$ cat src/pkg/cct_pkg.sv
/*
   Shared constants and types for the CRC checker and test control group:
   register indices, field positions, reset values, selection codes and timing.
   Assumes a single 100 MHz clock and a plain register port indexed by word.
*/
package cct_pkg;

   // Register port and counter widths.
   localparam int ADDR_W = 5;
   localparam int DATA_W = 16;
   localparam int CNT_W = 8;

   // Register indices on the plain port.
   localparam logic [ADDR_W-1:0] ADDR_COUNTERS = 5'h11;
   localparam logic [ADDR_W-1:0] ADDR_CHK_CTRL = 5'h12;
   localparam logic [ADDR_W-1:0] ADDR_GAP_CTRL = 5'h13;
   localparam logic [ADDR_W-1:0] ADDR_GEN_CTRL = 5'h14;
   localparam logic [ADDR_W-1:0] ADDR_IRQ_STATUS = 5'h15;
   localparam logic [ADDR_W-1:0] ADDR_IRQ_MASK = 5'h16;

   // Field positions.
   localparam int PKT_CNT_LSB = 8;
   localparam int CRC_CNT_LSB = 0;
   localparam int CNT_CLR_BIT = 4;
   localparam int CHK_SRC_LSB = 0;
   localparam int GAP_LSB = 0;
   localparam int GEN_SRST_BIT = 15;
   localparam int MEDIA_SEL_BIT = 6;
   localparam int SYS_MODE_LSB = 0;

   // Reset values and the counter saturation value.
   localparam logic [DATA_W-1:0] CHK_CTRL_RST = 16'h0000;
   localparam logic [DATA_W-1:0] GAP_CTRL_RST = 16'h000b;
   localparam logic [DATA_W-1:0] GEN_CTRL_RST = 16'h0200;
   localparam logic [CNT_W-1:0] CNT_RST = 8'h00;
   localparam logic [CNT_W-1:0] CNT_MAX = 8'hff;

   // Checker source codes.
   localparam logic [2:0] CHK_OFF = 3'h0;
   localparam logic [2:0] CHK_COPPER = 3'h2;
   localparam logic [2:0] CHK_SGMII = 3'h4;
   localparam logic [2:0] CHK_QSGMII = 3'h6;

   // System and media selection codes; codes above the last are reserved.
   localparam logic [2:0] MODE_QS_COPPER = 3'h0;
   localparam logic [2:0] MODE_SG_COPPER = 3'h1;
   localparam logic [2:0] MODE_QS_1000X = 3'h2;
   localparam logic [2:0] MODE_QS_FX = 3'h3;

   // Interrupt status bits.
   localparam int IRQ_W = 4;
   localparam int IRQ_PKT = 0;
   localparam int IRQ_CRC = 1;
   localparam int IRQ_SAT = 2;
   localparam int IRQ_SRST = 3;

   // Software reset duration, rounded up to whole clock cycles.
   localparam int CLK_PERIOD_PS = 10000;
   localparam int SRST_TIME_NS = 200;
   localparam int SRST_CYCLES = (SRST_TIME_NS * 1000 + CLK_PERIOD_PS - 1) / CLK_PERIOD_PS;
   localparam int SRST_W = 8;

   // End-of-packet report from one traffic source.
   typedef struct packed {
      logic pkt_done;
      logic crc_bad;
   } cct_rx_type;

   typedef enum logic [1:0] {
      ST_BOOT,
      ST_RUN,
      ST_SRESET
   } cct_phase_type;

   // Whole state of the top module.
   typedef struct packed {
      cct_phase_type phase;
      logic [DATA_W-1:0] chk_ctrl;
      logic [DATA_W-1:0] gap_ctrl;
      logic [DATA_W-1:0] gen_ctrl;
      logic [2:0] eff_mode;
      logic [SRST_W-1:0] srst_cnt;
      logic sreset;
      logic [IRQ_W-1:0] irq_status;
      logic [IRQ_W-1:0] irq_mask;
      logic irq;
      logic [DATA_W-1:0] rdata;
      logic [8:0] gap_bytes;
      logic media_auto;
      logic mode_valid;
      logic cnt_valid;
   } cct_state_type;

   // Whole state of one saturating counter.
   typedef struct packed {
      logic [CNT_W-1:0] count;
   } cct_cnt_state_type;

endpackage

$ cat src/verilog/cct_top.sv
/*
   CRC checker counters, checker control, generator gap setting and the
   mode software reset with system/media selection, behind a plain register port.
   Assumes one 100 MHz clock, synchronous inputs and a master that never
   asserts read and write strobes together.
*/
// The plain strobed port is this design's own decision.
`timescale 1ns/1ps
module cct_top
   import cct_pkg::*;
#(
   parameter int SRST_LEN = SRST_CYCLES
)
(
   input wire logic i_sys_clk,
   input wire logic i_nrst,
   input wire logic [ADDR_W-1:0] i_addr,
   input wire logic [DATA_W-1:0] i_wdata,
   input wire logic i_wr,
   input wire logic i_rd,
   input wire logic [2:0] i_mode_pins,
   input wire logic i_count_enable,
   input wire cct_rx_type i_rx_copper,
   input wire cct_rx_type i_rx_sgmii,
   input wire cct_rx_type i_rx_qsgmii,
   output logic [DATA_W-1:0] o_rdata,
   output logic o_irq,
   output logic o_sreset_page6,
   output logic o_sreset_page18,
   output logic [2:0] o_sys_mode,
   output logic o_mode_valid,
   output logic o_media_auto,
   output logic [8:0] o_gap_bytes,
   output logic o_counters_valid
);

   localparam logic [SRST_W-1:0] SRST_LAST = SRST_W'(SRST_LEN - 1);

   cct_state_type st;
   cct_state_type next_st;

   cct_rx_type rx_sel;
   logic chk_active;
   logic cnt_clear;
   logic [1:0] cnt_inc;
   logic [1:0][CNT_W-1:0] cnt_val;
   logic [1:0] cnt_sat_hit;
   logic wr_counters;
   logic wr_chk;
   logic wr_gap;
   logic wr_gen;
   logic wr_status;
   logic wr_mask;
   logic [IRQ_W-1:0] irq_event;

   // Picks the traffic source named by the checker field; other codes give no traffic.
   always_comb begin
      case (st.chk_ctrl[CHK_SRC_LSB +: 3])
         CHK_COPPER: rx_sel = i_rx_copper;
         CHK_SGMII: rx_sel = i_rx_sgmii;
         CHK_QSGMII: rx_sel = i_rx_qsgmii;
         default: rx_sel = '0;
      endcase
   end

   // The checker runs only with a valid mode, enabled counters and no reset in progress.
   assign chk_active = st.mode_valid && i_count_enable && (st.phase == ST_RUN);

   // Source code 000 holds the checker in reset, as does the self-clearing reset bit.
   assign cnt_clear = st.chk_ctrl[CNT_CLR_BIT] || (st.chk_ctrl[CHK_SRC_LSB +: 3] == CHK_OFF);

   // Index 0 counts packets, index 1 counts CRC errors.
   assign cnt_inc[0] = chk_active && rx_sel.pkt_done;
   assign cnt_inc[1] = chk_active && rx_sel.pkt_done && rx_sel.crc_bad;

   // One saturating counter per event kind.
   generate
      for (genvar g = 0; g < 2; g++) begin : g_cnt
         cct_sat_counter u_cnt (
            .i_sys_clk(i_sys_clk),
            .i_nrst(i_nrst),
            .i_clear(cnt_clear),
            .i_inc(cnt_inc[g]),
            .o_count(cnt_val[g])
         );
         assign cnt_sat_hit[g] = cnt_inc[g] && !cnt_clear && (cnt_val[g] == (CNT_MAX - 8'h01));
      end
   endgenerate

   // Write decode; the counter register is read only and ignores writes.
   assign wr_counters = i_wr && (i_addr == ADDR_COUNTERS);
   assign wr_chk = i_wr && (i_addr == ADDR_CHK_CTRL);
   assign wr_gap = i_wr && (i_addr == ADDR_GAP_CTRL);
   assign wr_gen = i_wr && (i_addr == ADDR_GEN_CTRL);
   assign wr_status = i_wr && (i_addr == ADDR_IRQ_STATUS);
   assign wr_mask = i_wr && (i_addr == ADDR_IRQ_MASK);

   // Events that set sticky interrupt status bits.
   always_comb begin
      irq_event = '0;
      irq_event[IRQ_PKT] = cnt_inc[0] && !cnt_clear;
      irq_event[IRQ_CRC] = cnt_inc[1] && !cnt_clear;
      irq_event[IRQ_SAT] = |cnt_sat_hit;
      irq_event[IRQ_SRST] = (st.phase == ST_SRESET) && (st.srst_cnt == '0);
   end

   // Next-state logic for the whole register group.
   always_comb begin
      next_st = st;

      // Counter-reset bit lasts one cycle after being written.
      next_st.chk_ctrl[CNT_CLR_BIT] = 1'b0;
      if (wr_chk) begin
         next_st.chk_ctrl = i_wdata;
      end

      if (wr_gap) begin
         next_st.gap_ctrl = i_wdata;
      end
      next_st.gap_bytes = {1'b0, next_st.gap_ctrl[GAP_LSB +: 8]} + 9'h001;

      if (wr_mask) begin
         next_st.irq_mask = i_wdata[IRQ_W-1:0];
      end

      // Write-one-to-clear, with a new event winning over the clear.
      next_st.irq_status = st.irq_status;
      if (wr_status) begin
         next_st.irq_status = st.irq_status & ~i_wdata[IRQ_W-1:0];
      end
      next_st.irq_status = next_st.irq_status | irq_event;
      next_st.irq = |(next_st.irq_status & next_st.irq_mask);

      // Mode phases: pin capture after hardware reset, normal run, software reset.
      case (st.phase)
         ST_BOOT: begin
            next_st.gen_ctrl[SYS_MODE_LSB +: 3] = i_mode_pins;
            next_st.eff_mode = i_mode_pins;
            next_st.phase = ST_RUN;
         end
         ST_RUN: begin
            if (wr_gen) begin
               next_st.gen_ctrl = i_wdata;
               if (i_wdata[GEN_SRST_BIT]) begin
                  next_st.phase = ST_SRESET;
                  next_st.sreset = 1'b1;
                  next_st.srst_cnt = SRST_LAST;
               end
            end
         end
         ST_SRESET: begin
            // Writes land during the reset but the reset bit stays set until done.
            if (wr_gen) begin
               next_st.gen_ctrl = i_wdata;
            end
            next_st.gen_ctrl[GEN_SRST_BIT] = 1'b1;
            if (st.srst_cnt == '0) begin
               next_st.gen_ctrl[GEN_SRST_BIT] = 1'b0;
               next_st.sreset = 1'b0;
               next_st.eff_mode = next_st.gen_ctrl[SYS_MODE_LSB +: 3];
               next_st.phase = ST_RUN;
            end else begin
               next_st.srst_cnt = st.srst_cnt - SRST_W'(1);
            end
         end
         default: begin
            next_st.phase = ST_BOOT;
         end
      endcase

      // Decode of the selection in force; codes 100 to 111 are reserved.
      next_st.mode_valid = (next_st.eff_mode <= MODE_QS_FX);
      next_st.media_auto = (next_st.eff_mode == MODE_QS_FX) && next_st.gen_ctrl[MEDIA_SEL_BIT];
      next_st.cnt_valid = i_count_enable;

      // Read data stand only in the cycle after the read strobe.
      next_st.rdata = '0;
      if (i_rd) begin
         case (i_addr)
            ADDR_COUNTERS: begin
               next_st.rdata[PKT_CNT_LSB +: CNT_W] = cnt_val[0];
               next_st.rdata[CRC_CNT_LSB +: CNT_W] = cnt_val[1];
            end
            ADDR_CHK_CTRL: next_st.rdata = st.chk_ctrl;
            ADDR_GAP_CTRL: next_st.rdata = st.gap_ctrl;
            ADDR_GEN_CTRL: next_st.rdata = st.gen_ctrl;
            ADDR_IRQ_STATUS: next_st.rdata[IRQ_W-1:0] = st.irq_status;
            ADDR_IRQ_MASK: next_st.rdata[IRQ_W-1:0] = st.irq_mask;
            default: next_st.rdata = '0;
         endcase
      end
   end

   // State register; the pin strap is caught by the boot phase, not by the reset.
   always_ff @(posedge i_sys_clk or negedge i_nrst) begin
      if (!i_nrst) begin
         st.phase <= ST_BOOT;
         st.chk_ctrl <= CHK_CTRL_RST;
         st.gap_ctrl <= GAP_CTRL_RST;
         st.gen_ctrl <= GEN_CTRL_RST;
         st.eff_mode <= MODE_QS_COPPER;
         st.srst_cnt <= '0;
         st.sreset <= 1'b0;
         st.irq_status <= '0;
         st.irq_mask <= '0;
         st.irq <= 1'b0;
         st.rdata <= '0;
         st.gap_bytes <= 9'h00c;
         st.media_auto <= 1'b0;
         st.mode_valid <= 1'b0;
         st.cnt_valid <= 1'b0;
      end else begin
         st <= next_st;
      end
   end

   // Outputs straight from the state register.
   assign o_rdata = st.rdata;
   assign o_irq = st.irq;
   assign o_sreset_page6 = st.sreset;
   assign o_sreset_page18 = st.sreset;
   assign o_sys_mode = st.eff_mode;
   assign o_mode_valid = st.mode_valid;
   assign o_media_auto = st.media_auto;
   assign o_gap_bytes = st.gap_bytes;
   assign o_counters_valid = st.cnt_valid;

endmodule // cct_top

$ cat src/verilog/cct_sat_counter.sv
/*
   Saturating event counter with synchronous clear.
   Assumes increment and clear are single-cycle requests in the system clock domain.
*/
`timescale 1ns/1ps
module cct_sat_counter
   import cct_pkg::*;
(
   input wire logic i_sys_clk,
   input wire logic i_nrst,
   input wire logic i_clear,
   input wire logic i_inc,
   output logic [CNT_W-1:0] o_count
);

   cct_cnt_state_type st;
   cct_cnt_state_type next_st;

   // Clear wins over an increment; the count stops at all ones.
   always_comb begin
      next_st = st;
      if (i_clear) begin
         next_st.count = CNT_RST;
      end else if (i_inc && (st.count != CNT_MAX)) begin
         next_st.count = st.count + 8'h01;
      end
   end

   // State register.
   always_ff @(posedge i_sys_clk or negedge i_nrst) begin
      if (!i_nrst) begin
         st <= '{count: CNT_RST};
      end else begin
         st <= next_st;
      end
   end

   assign o_count = st.count;

endmodule // cct_sat_counter

$ cat config.mk
export PLATFORM = sky130hd
export DESIGN_NAME = cct_top
export DESIGN_NICKNAME = d
export VERILOG_FILES = /design/src/pkg/cct_pkg.sv /design/src/verilog/cct_top.sv /design/src/verilog/cct_sat_counter.sv
export SDC_FILE = /design/constraint.sdc
export NUM_CORES = 1
export LEC_CHECK = 0
export BUFFER_PORTS_ARGS = -buffer_cell sky130_fd_sc_hd__buf_2
export CAP_MARGIN = 20
export CELL_PAD_IN_SITES_DETAIL_PLACEMENT = 2
export CELL_PAD_IN_SITES_GLOBAL_PLACEMENT = 2
export CORE_MARGIN = 2
export CORE_UTILIZATION = 40
export DETAILED_ROUTE_END_ITERATION = 8
export PLACE_DENSITY = 0.85
export SLEW_MARGIN = 5
export SYNTH_ARGS = -nofsm -noshare
export SYNTH_HDL_FRONTEND = slang
export SYNTH_SLANG_ARGS = --single-unit
export TNS_END_PERCENT = 10
$ cat constraint.sdc
create_clock -name i_sys_clk -period 6.16 [get_ports i_sys_clk]
set_input_delay 1.848 -clock i_sys_clk [delete_from_list [all_inputs] [get_ports i_sys_clk]]
set_output_delay 1.848 -clock i_sys_clk [all_outputs]
set_load 0.01 [all_outputs]
[Word-level counts from Yosys, hierarchy flattened]
Index checks and enable logic that the tools add are counted.
Operators by class
  add/sub/neg operators: 4
  order comparisons: 1
  equality and inequality tests: 20
  mux-type cells: 27
  bitwise operators: 4
  reduce and logical (&&, ||, !) cells: 33
Operators by type and width (count)
  2-to-1 mux 8 bit: 6
  one-hot mux 12 bit (4 select lines): 1
  2-to-1 mux 16 bit: 2
  == test 5 bit, second input constant: 6
  one-hot mux 13 bit (2 select lines): 1
  one-hot mux 4 bit (6 select lines): 1
  2-to-1 mux 9 bit: 2
  one-hot mux 9 bit (2 select lines): 1
  logical AND 1 bit: 17
  adder 8 x 1 -> 8 bit, second input constant: 2
  == test 8 bit, second input constant: 2
  != test 8 bit, second input constant: 2
  one-hot mux 2 bit (3 select lines): 2
  one-hot mux 3 bit (2 select lines): 2
  adder 8 x 1 -> 9 bit, second input constant: 1
  bitwise AND 4 bit: 2
  logical NOT 8 bit: 1
  2-to-1 mux 4 bit: 2
  AND reduction 4 bit: 2
  nonzero test 2 bit: 4
  subtractor 8 x 1 -> 8 bit, second input constant: 1
  == test 3 x 2 -> 1 bit, second input constant: 2
  == test 3 bit, second input constant: 2
  2-to-1 mux 2 bit: 3
  18 further kinds: 22
Word-level totals
  bits in registers: 115
  input bits: 35
  output and inout bits: 34
  word-level logic and storage cells: 111

[Depth between registers and ports, before layout]
Gate-level depths: netlist of run 1.
  depth after elaboration: 10
  gate-level depth with buffers: 9
  depth with buffers taken out: 7

[By module]
Synthesis of run 1 repeated with hierarchy kept, for this count alone.
Second synthesis, totals
  cell total of the unflattened synthesis: 535
  area total of the unflattened synthesis: 5848.1 um^2
By module, submodules not included
  cct_top: instances 1, cells an instance 437, area an instance 4919.7 um^2, sequential area each 2484.9 um^2
  cct_sat_counter: instances 2, cells an instance 49, area an instance 464.2 um^2, sequential area each 200.2 um^2

[Worst setup path before layout of run 1]
Ideal clock, no wire load.
  path type: input port to flip-flop
  start point: input i_addr[2]
  end point: register st, in the netlist o_gap_bytes[6]
  arrival: 3.576 ns
  path slack: 2.504 ns
  stages on the path: 8
  path buffers: 2
  path through: buf_6 -> nand3b_1 -> nor2_4 -> buf_2 -> mux2_2 -> ha_1 -> nand3_1 -> xnor2_1
RTL lines
  start: declaration: RTL line cct_top.sv:17  | input wire logic [ADDR_W-1:0] i_addr,
  end signal: assignment: RTL line cct_top.sv:213  | st <= next_st;
  end: declaration: RTL line cct_top.sv:39  | cct_state_type st;

[Final worst setup path of run 1]
  start point: input i_addr[3]
  end point: register st[90] in the netlist's numbering
Between the ends
  cells in the longest elaborated chain, start to end: 2
RTL lines
  == test 5 bit: RTL line cct_top.sv:92  | assign wr_chk = i_wr && (i_addr == ADDR_CHK_CTRL);
  logical AND 1 bit: RTL line cct_top.sv:92
Every way passes these cells.
A chain may end at the register's enable or synchronous reset.

==> reports/metrics.cfg, run 1 <==
[run_status]
status=completed

[layout]
final_nets=587
stdcell_count=734
multi_input_area_sq_um=2370
drive_above_1_share_pct=26.9
final.fill_count=1410
design_area_sq_um=6530
areaGrowthSynthToFinish_pct=15.7
antennaDiodeCount=0
layout.area.seq_sq_um=2890

[global_routing]
aggregate_global_route_resource_usage_pct=26.2
grt_first_pass_wirelength_um=28800
number_of_global_route_vias_before_repair=4919
grt-ovfl-total=0
grt_antenna_before_repair=0
pin_count_of_the_biggest_net_entering_global_routing=78

[worst_setup_path]
cp_cell_sequence=buf_2 -> nand2b_1 -> nor4b_4 -> nand2_2 -> mux2_1
crit-reg2reg-launch=st[98]
slowest_stage=sky130_fd_sc_hd__nor4b_4
worst_setup_path_start_kind=input port
worstReg2RegEnd=g_cnt[1].u_cnt.o_count[5]
critPathCaptureType=register
top_delay_family_on_crit_path=simple AND/OR/NAND/NOR gates
ff2ff_setup_slack_ps=3500
critical_path_arrival_ps=4130
number_of_buffer_and_inverter_instances_along_the_worst_setup_path=1
maximum_single_stage_delay_on_the_critical_path_ps=940
path_max_fanout=18
reg2regPathDepth=7
cp_data_required_time_ps=6460
critical_path_class=input port to register

[synth]
yosysWarningCount=0
muxShareOfSynthArea_pct=8.61
synth_enable_flop_cells=0
postSynthNetCount=547
synth_area_per_cell_sq_um=11.3
yosys.area_share.simple_pct=13.0
synthFlopType=sky130_fd_sc_hd__dfrtp_1
post_synthesis_compound_gate_area_fraction_pct=15.5
synth_sequential_area_ratio_pct=51.1
main_combinational_cell_family_by_area_after_synthesis=compound AO/OA/AOI/OAI gates
syn-cell-area_sq_um=5640
adder_and_majority_gate_portion_of_the_synthesized_area_pct=2.44
yosys_register_bits=115
postSynthCellCount=501
synth_xor_area_share_pct=2.33
asyncSetResetFlopFracSynth_pct=100
synth_cell_type_count=62

[clocking]
clock_latency_ps=430
cts.reportedPaths.clkPinSlew_ps=60
cts_setup_buffers=0
cts.hold.buffers_added=0
clock-root-buffer=sky130_fd_sc_hd__clkbuf_16
clock_sink_count=115
cts-root-to-sink-buffers=2
cts.htree.levels=4
cts_repair_resize_count=0
cts-buffers-inserted=17
cts_tree=done

[worst_hold_path]
hold-path-cell-count=1
holdCritStartpoint=st[57]
hold_class=register to register
whs_endpoint=st[57]

[timing]
post-route-worst-setup-slack_ps=2340
timing_hold_violations_final=0
post_route_minimum_period_ps=3820
timing.final.setup_violations=0
max-slew-margin-rel_pct=25.6
share_of_the_cycle_needed_by_the_critical_path_after_routing_pct=62.0
final.setup_skew_ps=10.7
max_freq_mhz=262
setup_repair_after_global_routing_missed_its_margin=no
worst_pin_slew_ps=1110
report.final.slew_viol_count=0
final.setup.tns_ps=0

[detailed_routing]
drc_errors=0
first_pass_detailed_route_iteration_total=4
drt_iter0_drc=218
route.vias.total=4305
vias_per_cell=5.87
routed_wl_um=18400
drtAntennaViolNets=0
detail_route.wl_per_cell_um=25.0

[floorplan]
fp.dieH_um=123
ios=69
fp.coreArea_sq_um=13800
placementRows=43
die_w_um=123
initial_utilization_pct=40.8
design.die.area_sq_um=15100

[placed_design]
post_dp_cell_area_sq_um=5930
routabilityCongestion=0.847
buffers_on_ports=68
pre_cts_slack_ps=1960
dp.cells=701
hpwlAfterDp_um=12100

[power]
power.density_cell_area_nw_per_um2=355
ir_worst_vdd_mv=0.201
power_leakage_nw=2.96

[job]
cap_viol_max_count=0

==> sequential cells by signal, summed over array words and instances, names as in the netlist <==
| register | flops |
|---|---|
| o_gap_bytes | 9 |
| o_sys_mode | 3 |
| st | 66 |
| o_counters_valid | 1 |
| o_rdata | 16 |
| o_media_auto | 1 |
| o_irq | 1 |
| o_mode_valid | 1 |
| g_cnt.u_cnt.o_count | 16 |
| o_sreset_page18 | 1 |
==> worst max-delay path by stage <==
stage,to,start,slack [ps],depth (start not counted)
after CTS,st[90],i_addr[3],2420,5
after floorplan,o_gap_bytes[6],i_addr[2],2500,8
final,st[90],i_addr[3],2340,5
after global placement,st[90],i_addr[3],2140,5
after detailed placement,st[93],i_addr[3],1960,5
after global routing,st[92],i_addr[3],2310,5
==> cells in the mapped netlist, drive strengths merged, types with 4 or more instances <==
master,instances,share of area [%]
and3,5,0.55
nand3,11,1.2
xnor2,9,1.4
nor3,12,1.2
ha,11,2.4
o21ai,14,1.2
nand2,25,1.7
a22o,15,2.3
and4,4,0.62
mux2i,11,2.0
or3,5,0.55
buf,36,4.6
dfrtp,109,48
nand3b,7,0.93
nor2,21,1.5
xor2,6,0.93
clkbuf,17,1.2
a21oi,24,2.1
and2,8,0.89
inv,17,1.1
nand4,14,1.8
o221ai,4,0.62
a22oi,36,4.8
mux2,33,6.7
a31oi,6,0.67
dfstp,6,2.8
==> cell type report <==
| cell class | instances | share of cell area (%) |
|---|---|---|
| clock buffer | 22 | 7.11 |
| inverter | 17 | 0.978 |
| tap | 180 | 3.45 |
| timing repair buffer | 74 | 6.25 |
| sequential | 115 | 44.2 |
| multi-input combinational | 316 | 36.3 |
| clock inverter | 10 | 1.65 |
==> metrics by stage <==
step / util (%) / hold WS (ps) / total power [mW]
finish: 47.2 / 509 / 2.31
floorplan: - / 449 / 1.20
detailed placement: 42.9 / 489 / 1.33
CTS: 47.0 / 507 / 2.33
global placement: 42.9 / 474 / 1.30
global route: 47.2 / 531 / 2.40
==> kinds of logic after synthesis <==
logic type,count (synthesis)
AND/OR/NAND/NOR,125
AO/OA/AOI/OAI,121
flip-flops,115
buffers and inverters,70
multiplexers,44
XOR/XNOR,15
adder cells (fa/ha/maj),11
==> cell usage in the layout, fill, tap and decap left out, types with 7 or more instances in the layout <==
master | synthesis | final
sky130_fd_sc_hd__nand2_1 | 24 | 24
sky130_fd_sc_hd__xnor2_1 | 9 | 9
sky130_fd_sc_hd__a22o_1 | 15 | 15
sky130_fd_sc_hd__mux2i_1 | 11 | 11
sky130_fd_sc_hd__dfrtp_1 | 109 | 109
sky130_fd_sc_hd__a22oi_1 | 36 | 36
sky130_fd_sc_hd__o21ai_0 | 14 | 14
sky130_fd_sc_hd__buf_2 | 5 | 67
sky130_fd_sc_hd__and2_1 | 8 | 8
sky130_fd_sc_hd__nand3b_1 | 7 | 7
sky130_fd_sc_hd__nor2_1 | 20 | 20
sky130_fd_sc_hd__nand3_1 | 10 | 10
sky130_fd_sc_hd__mux2_1 | 8 | 8
sky130_fd_sc_hd__mux2_2 | 24 | 24
sky130_fd_sc_hd__nand4_1 | 12 | 12
sky130_fd_sc_hd__clkbuf_16 | 0 | 17
sky130_fd_sc_hd__ha_1 | 11 | 11
sky130_fd_sc_hd__nor3_1 | 11 | 10
sky130_fd_sc_hd__inv_1 | 17 | 17
sky130_fd_sc_hd__a21oi_1 | 24 | 24
==> power by group <==
| part | internal [mW] | switching [mW] | leakage [nW] |
|---|---|---|---|
| clock network | 0.612 | 0.359 | 0.287 |
| logic | 0.152 | 0.243 | 1.18 |
| registers | 0.861 | 0.0857 | 1.49 |
==> worst register-to-register path, stage by stage, from the launching register on <==
cell and delay [ps]:
sky130_fd_sc_hd__dfrtp_1 410, sky130_fd_sc_hd__inv_1 120, sky130_fd_sc_hd__ha_1 370, sky130_fd_sc_hd__nand4b_1 340
sky130_fd_sc_hd__a211oi_4 500, sky130_fd_sc_hd__nand4_2 250, sky130_fd_sc_hd__or3_1 410, sky130_fd_sc_hd__a21oi_1 170
==> routing by layer <==
metal / vias up / part of all wire, % / global-route usage, %
met1: 2262 / 38 / 29.1
li1: 1886 / - / -
met4: 0 / 2.4 / 11.5
met3: 37 / 3.9 / 5.48
met5: - / 0 / 0
met2: 120 / 56 / 47.8
(Power assumes the default switching activity.)
==> run 2: changes to the inputs <==
--- a/config.mk
+++ b/config.mk
@@ -10,9 +10,9 @@
 export CELL_PAD_IN_SITES_DETAIL_PLACEMENT = 2
 export CELL_PAD_IN_SITES_GLOBAL_PLACEMENT = 2
 export CORE_MARGIN = 2
-export CORE_UTILIZATION = 40
+export CORE_UTILIZATION = 35
 export DETAILED_ROUTE_END_ITERATION = 8
-export PLACE_DENSITY = 0.85
+export PLACE_DENSITY = 0.79
 export SLEW_MARGIN = 5
 export SYNTH_ARGS = -nofsm -noshare
 export SYNTH_HDL_FRONTEND = slang
==> constraint.sdc (replaced) <==
create_clock -name i_sys_clk -period 3.5 [get_ports i_sys_clk]
set_input_delay 1.05 -clock i_sys_clk [delete_from_list [all_inputs] [get_ports i_sys_clk]]
set_output_delay 1.05 -clock i_sys_clk [all_outputs]
set_load 0.01 [all_outputs]
==> reports/metrics.cfg, run 2 (same netlist as run 1, synthesis figures left out) <==
[worst_setup_path]
number_of_buffer_and_inverter_instances_along_the_worst_setup_path=1
timing.critical_path.to=g_cnt[1].u_cnt.o_count[5]
wp_depth=7
worstReg2RegEnd=g_cnt[1].u_cnt.o_count[5]
critical_path_class=register to register
maximum_single_stage_delay_on_the_critical_path_ps=490
cp_cell_sequence=inv_1 -> ha_1 -> nand4b_1 -> a211oi_4 -> nand4_2 -> or3_1 -> a21oi_1
slowest_stage=sky130_fd_sc_hd__a211oi_4
top_delay_family_on_crit_path=simple AND/OR/NAND/NOR gates
crit-reg2reg-launch=st[98]
ff2ff_setup_slack_ps=880
critical_path_arrival_ps=2960
worst_setup_path_start_kind=register
reg2regPathDepth=7
path_max_fanout=9
cp-startpoint=st[98]
cp_data_required_time_ps=3840
critPathCaptureType=register

[clocking]
cts.reportedPaths.clkPinSlew_ps=60
cts_setup_buffers=0
clock-root-buffer=sky130_fd_sc_hd__clkbuf_16
clock_sink_count=115
cts_repair_resize_count=0
cts-buffers-inserted=17
cts.htree.levels=4
cts_tree=done
cts.hold.buffers_added=0
cts-root-to-sink-buffers=2
clock_latency_ps=420

[layout]
postLayoutCoreUtil_pct=41.6
antennaDiodeCount=0
drive_above_1_share_pct=27.1
final_common_cell=sky130_fd_sc_hd__dfrtp_1
areaGrowthSynthToFinish_pct=16.6
final_nets=591
highest_count_cells_in_the_layout_ignoring_fill_and_taps=109 x sky130_fd_sc_hd__dfrtp_1, 67 x sky130_fd_sc_hd__buf_2, 36 x sky130_fd_sc_hd__a22oi_1
largest_register_ffs=66
top_register=st

[detailed_routing]
vias_per_cell=5.51
detail_route.wl_per_cell_um=22.5
drt_iter0_drc=202
wl_met2_um=9140
route.vias.total=4265
topRoutingLayerUsed=met4
drc_errors=0
routed_wl_um=17400
drtAntennaViolNets=0
first_pass_detailed_route_iteration_total=5
wl_met3_um=518
wl_met1_um=7390

[timing]
post-route-worst-setup-slack_ps=885
timing.final.setup_violations=0
fin_worst_hold_slack_ps=504
setup_repair_after_global_routing_missed_its_margin=no
max_freq_mhz=382
timing_hold_violations_final=0
worst_pin_slew_ps=608
share_of_the_cycle_needed_by_the_critical_path_after_routing_pct=74.7
post_route_minimum_period_ps=2620
report.final.slew_viol_count=0
final.setup.tns_ps=0
final.setup_skew_ps=6.02
max-slew-margin-rel_pct=59.5

[power]
share_seq_of_total_power_pct=41.3
power.combinational.fraction_pct=17.0
total_switching_power_mw=1.19
p_clk_share_pct=41.8
power.switching_fraction_pct=29.5
ir_worst_vdd_mv=0.399
power_leakage_nw=2.96
power.internal_mw=2.84
power.density_cell_area_nw_per_um2=613

[floorplan]
fp.dieH_um=131
ios=69
die_w_um=131
initial_utilization_pct=35.6
design.die.area_sq_um=17200
placementRows=46
fp.coreArea_sq_um=15800

[worst_hold_path]
hold_class=register to register

[global_routing]
number_of_global_route_vias_before_repair=4814
grt_first_pass_wirelength_um=27800
grt_antenna_before_repair=0
grt-ovfl-total=0
pin_count_of_the_biggest_net_entering_global_routing=53
aggregate_global_route_resource_usage_pct=21.7

[placed_design]
buffers_on_ports=68
pre_cts_slack_ps=608
hpwlAfterDp_um=12100
routabilityCongestion=0.826

[run_status]
status=completed

[job]
cap_viol_max_count=0

## run 2: how the worst min path moves through the flow
stage | startpoint | endpoint | slack (ps) | cells after the start
2_1_floorplan | st[64] | st[64] | 450 | 2
3_3_place_gp | st[95] | st[95] | 470 | 1
3_5_place_dp | st[93] | st[93] | 480 | 1
4_1_cts | st[56] | st[56] | 500 | 1
5_1_grt | st[79] | st[79] | 520 | 1
6_report | st[56] | st[56] | 500 | 1
## run 2: power by group through the flow
| stage | clock, mW | sequential (mW) | combinational [mW] |
|---|---|---|---|
| final | 1.68 | 1.67 | 0.684 |
| after global routing | 1.77 | 1.68 | 0.742 |
| after CTS | 1.71 | 1.66 | 0.690 |
| after detailed placement | 0 | 1.68 | 0.676 |
| after global placement | 0 | 1.66 | 0.640 |
| after floorplan | 0 | 1.62 | 0.492 |
## run 2: stage by stage
stage	power [mW]	instances	area, sq um
4_1_cts	4.06	774	6580
2_1_floorplan	2.11	501	5640
3_3_place_gp	2.30	742	6020
5_1_grt	4.19	774	6580
3_5_place_dp	2.35	742	6020
6_report	4.03	774	6580
## run 2: worst reg2reg max path: stages (launching register included)
cell	delay (ps)
sky130_fd_sc_hd__dfrtp_1	400
sky130_fd_sc_hd__inv_1	110
sky130_fd_sc_hd__ha_1	430
sky130_fd_sc_hd__nand4b_1	300
sky130_fd_sc_hd__a211oi_4	490
sky130_fd_sc_hd__nand4_2	230
sky130_fd_sc_hd__or3_1	410
sky130_fd_sc_hd__a21oi_1	160
## run 2: final cells by class
class	instances	area, sq um
clock inverter	10	109
fill	1642	9250
multi-input combinational	316	2370
clock buffer	22	454
timing repair buffer	78	430
sequential	115	2890
inverter	17	63.8
tap	216	270
## run 2: metal layers
layer	vias to the layer above	track usage (%)
met5	-	0
met4	0	7.95
met3	29	4.44
met2	78	38.3
met1	2262	26.3
li1	1896	-
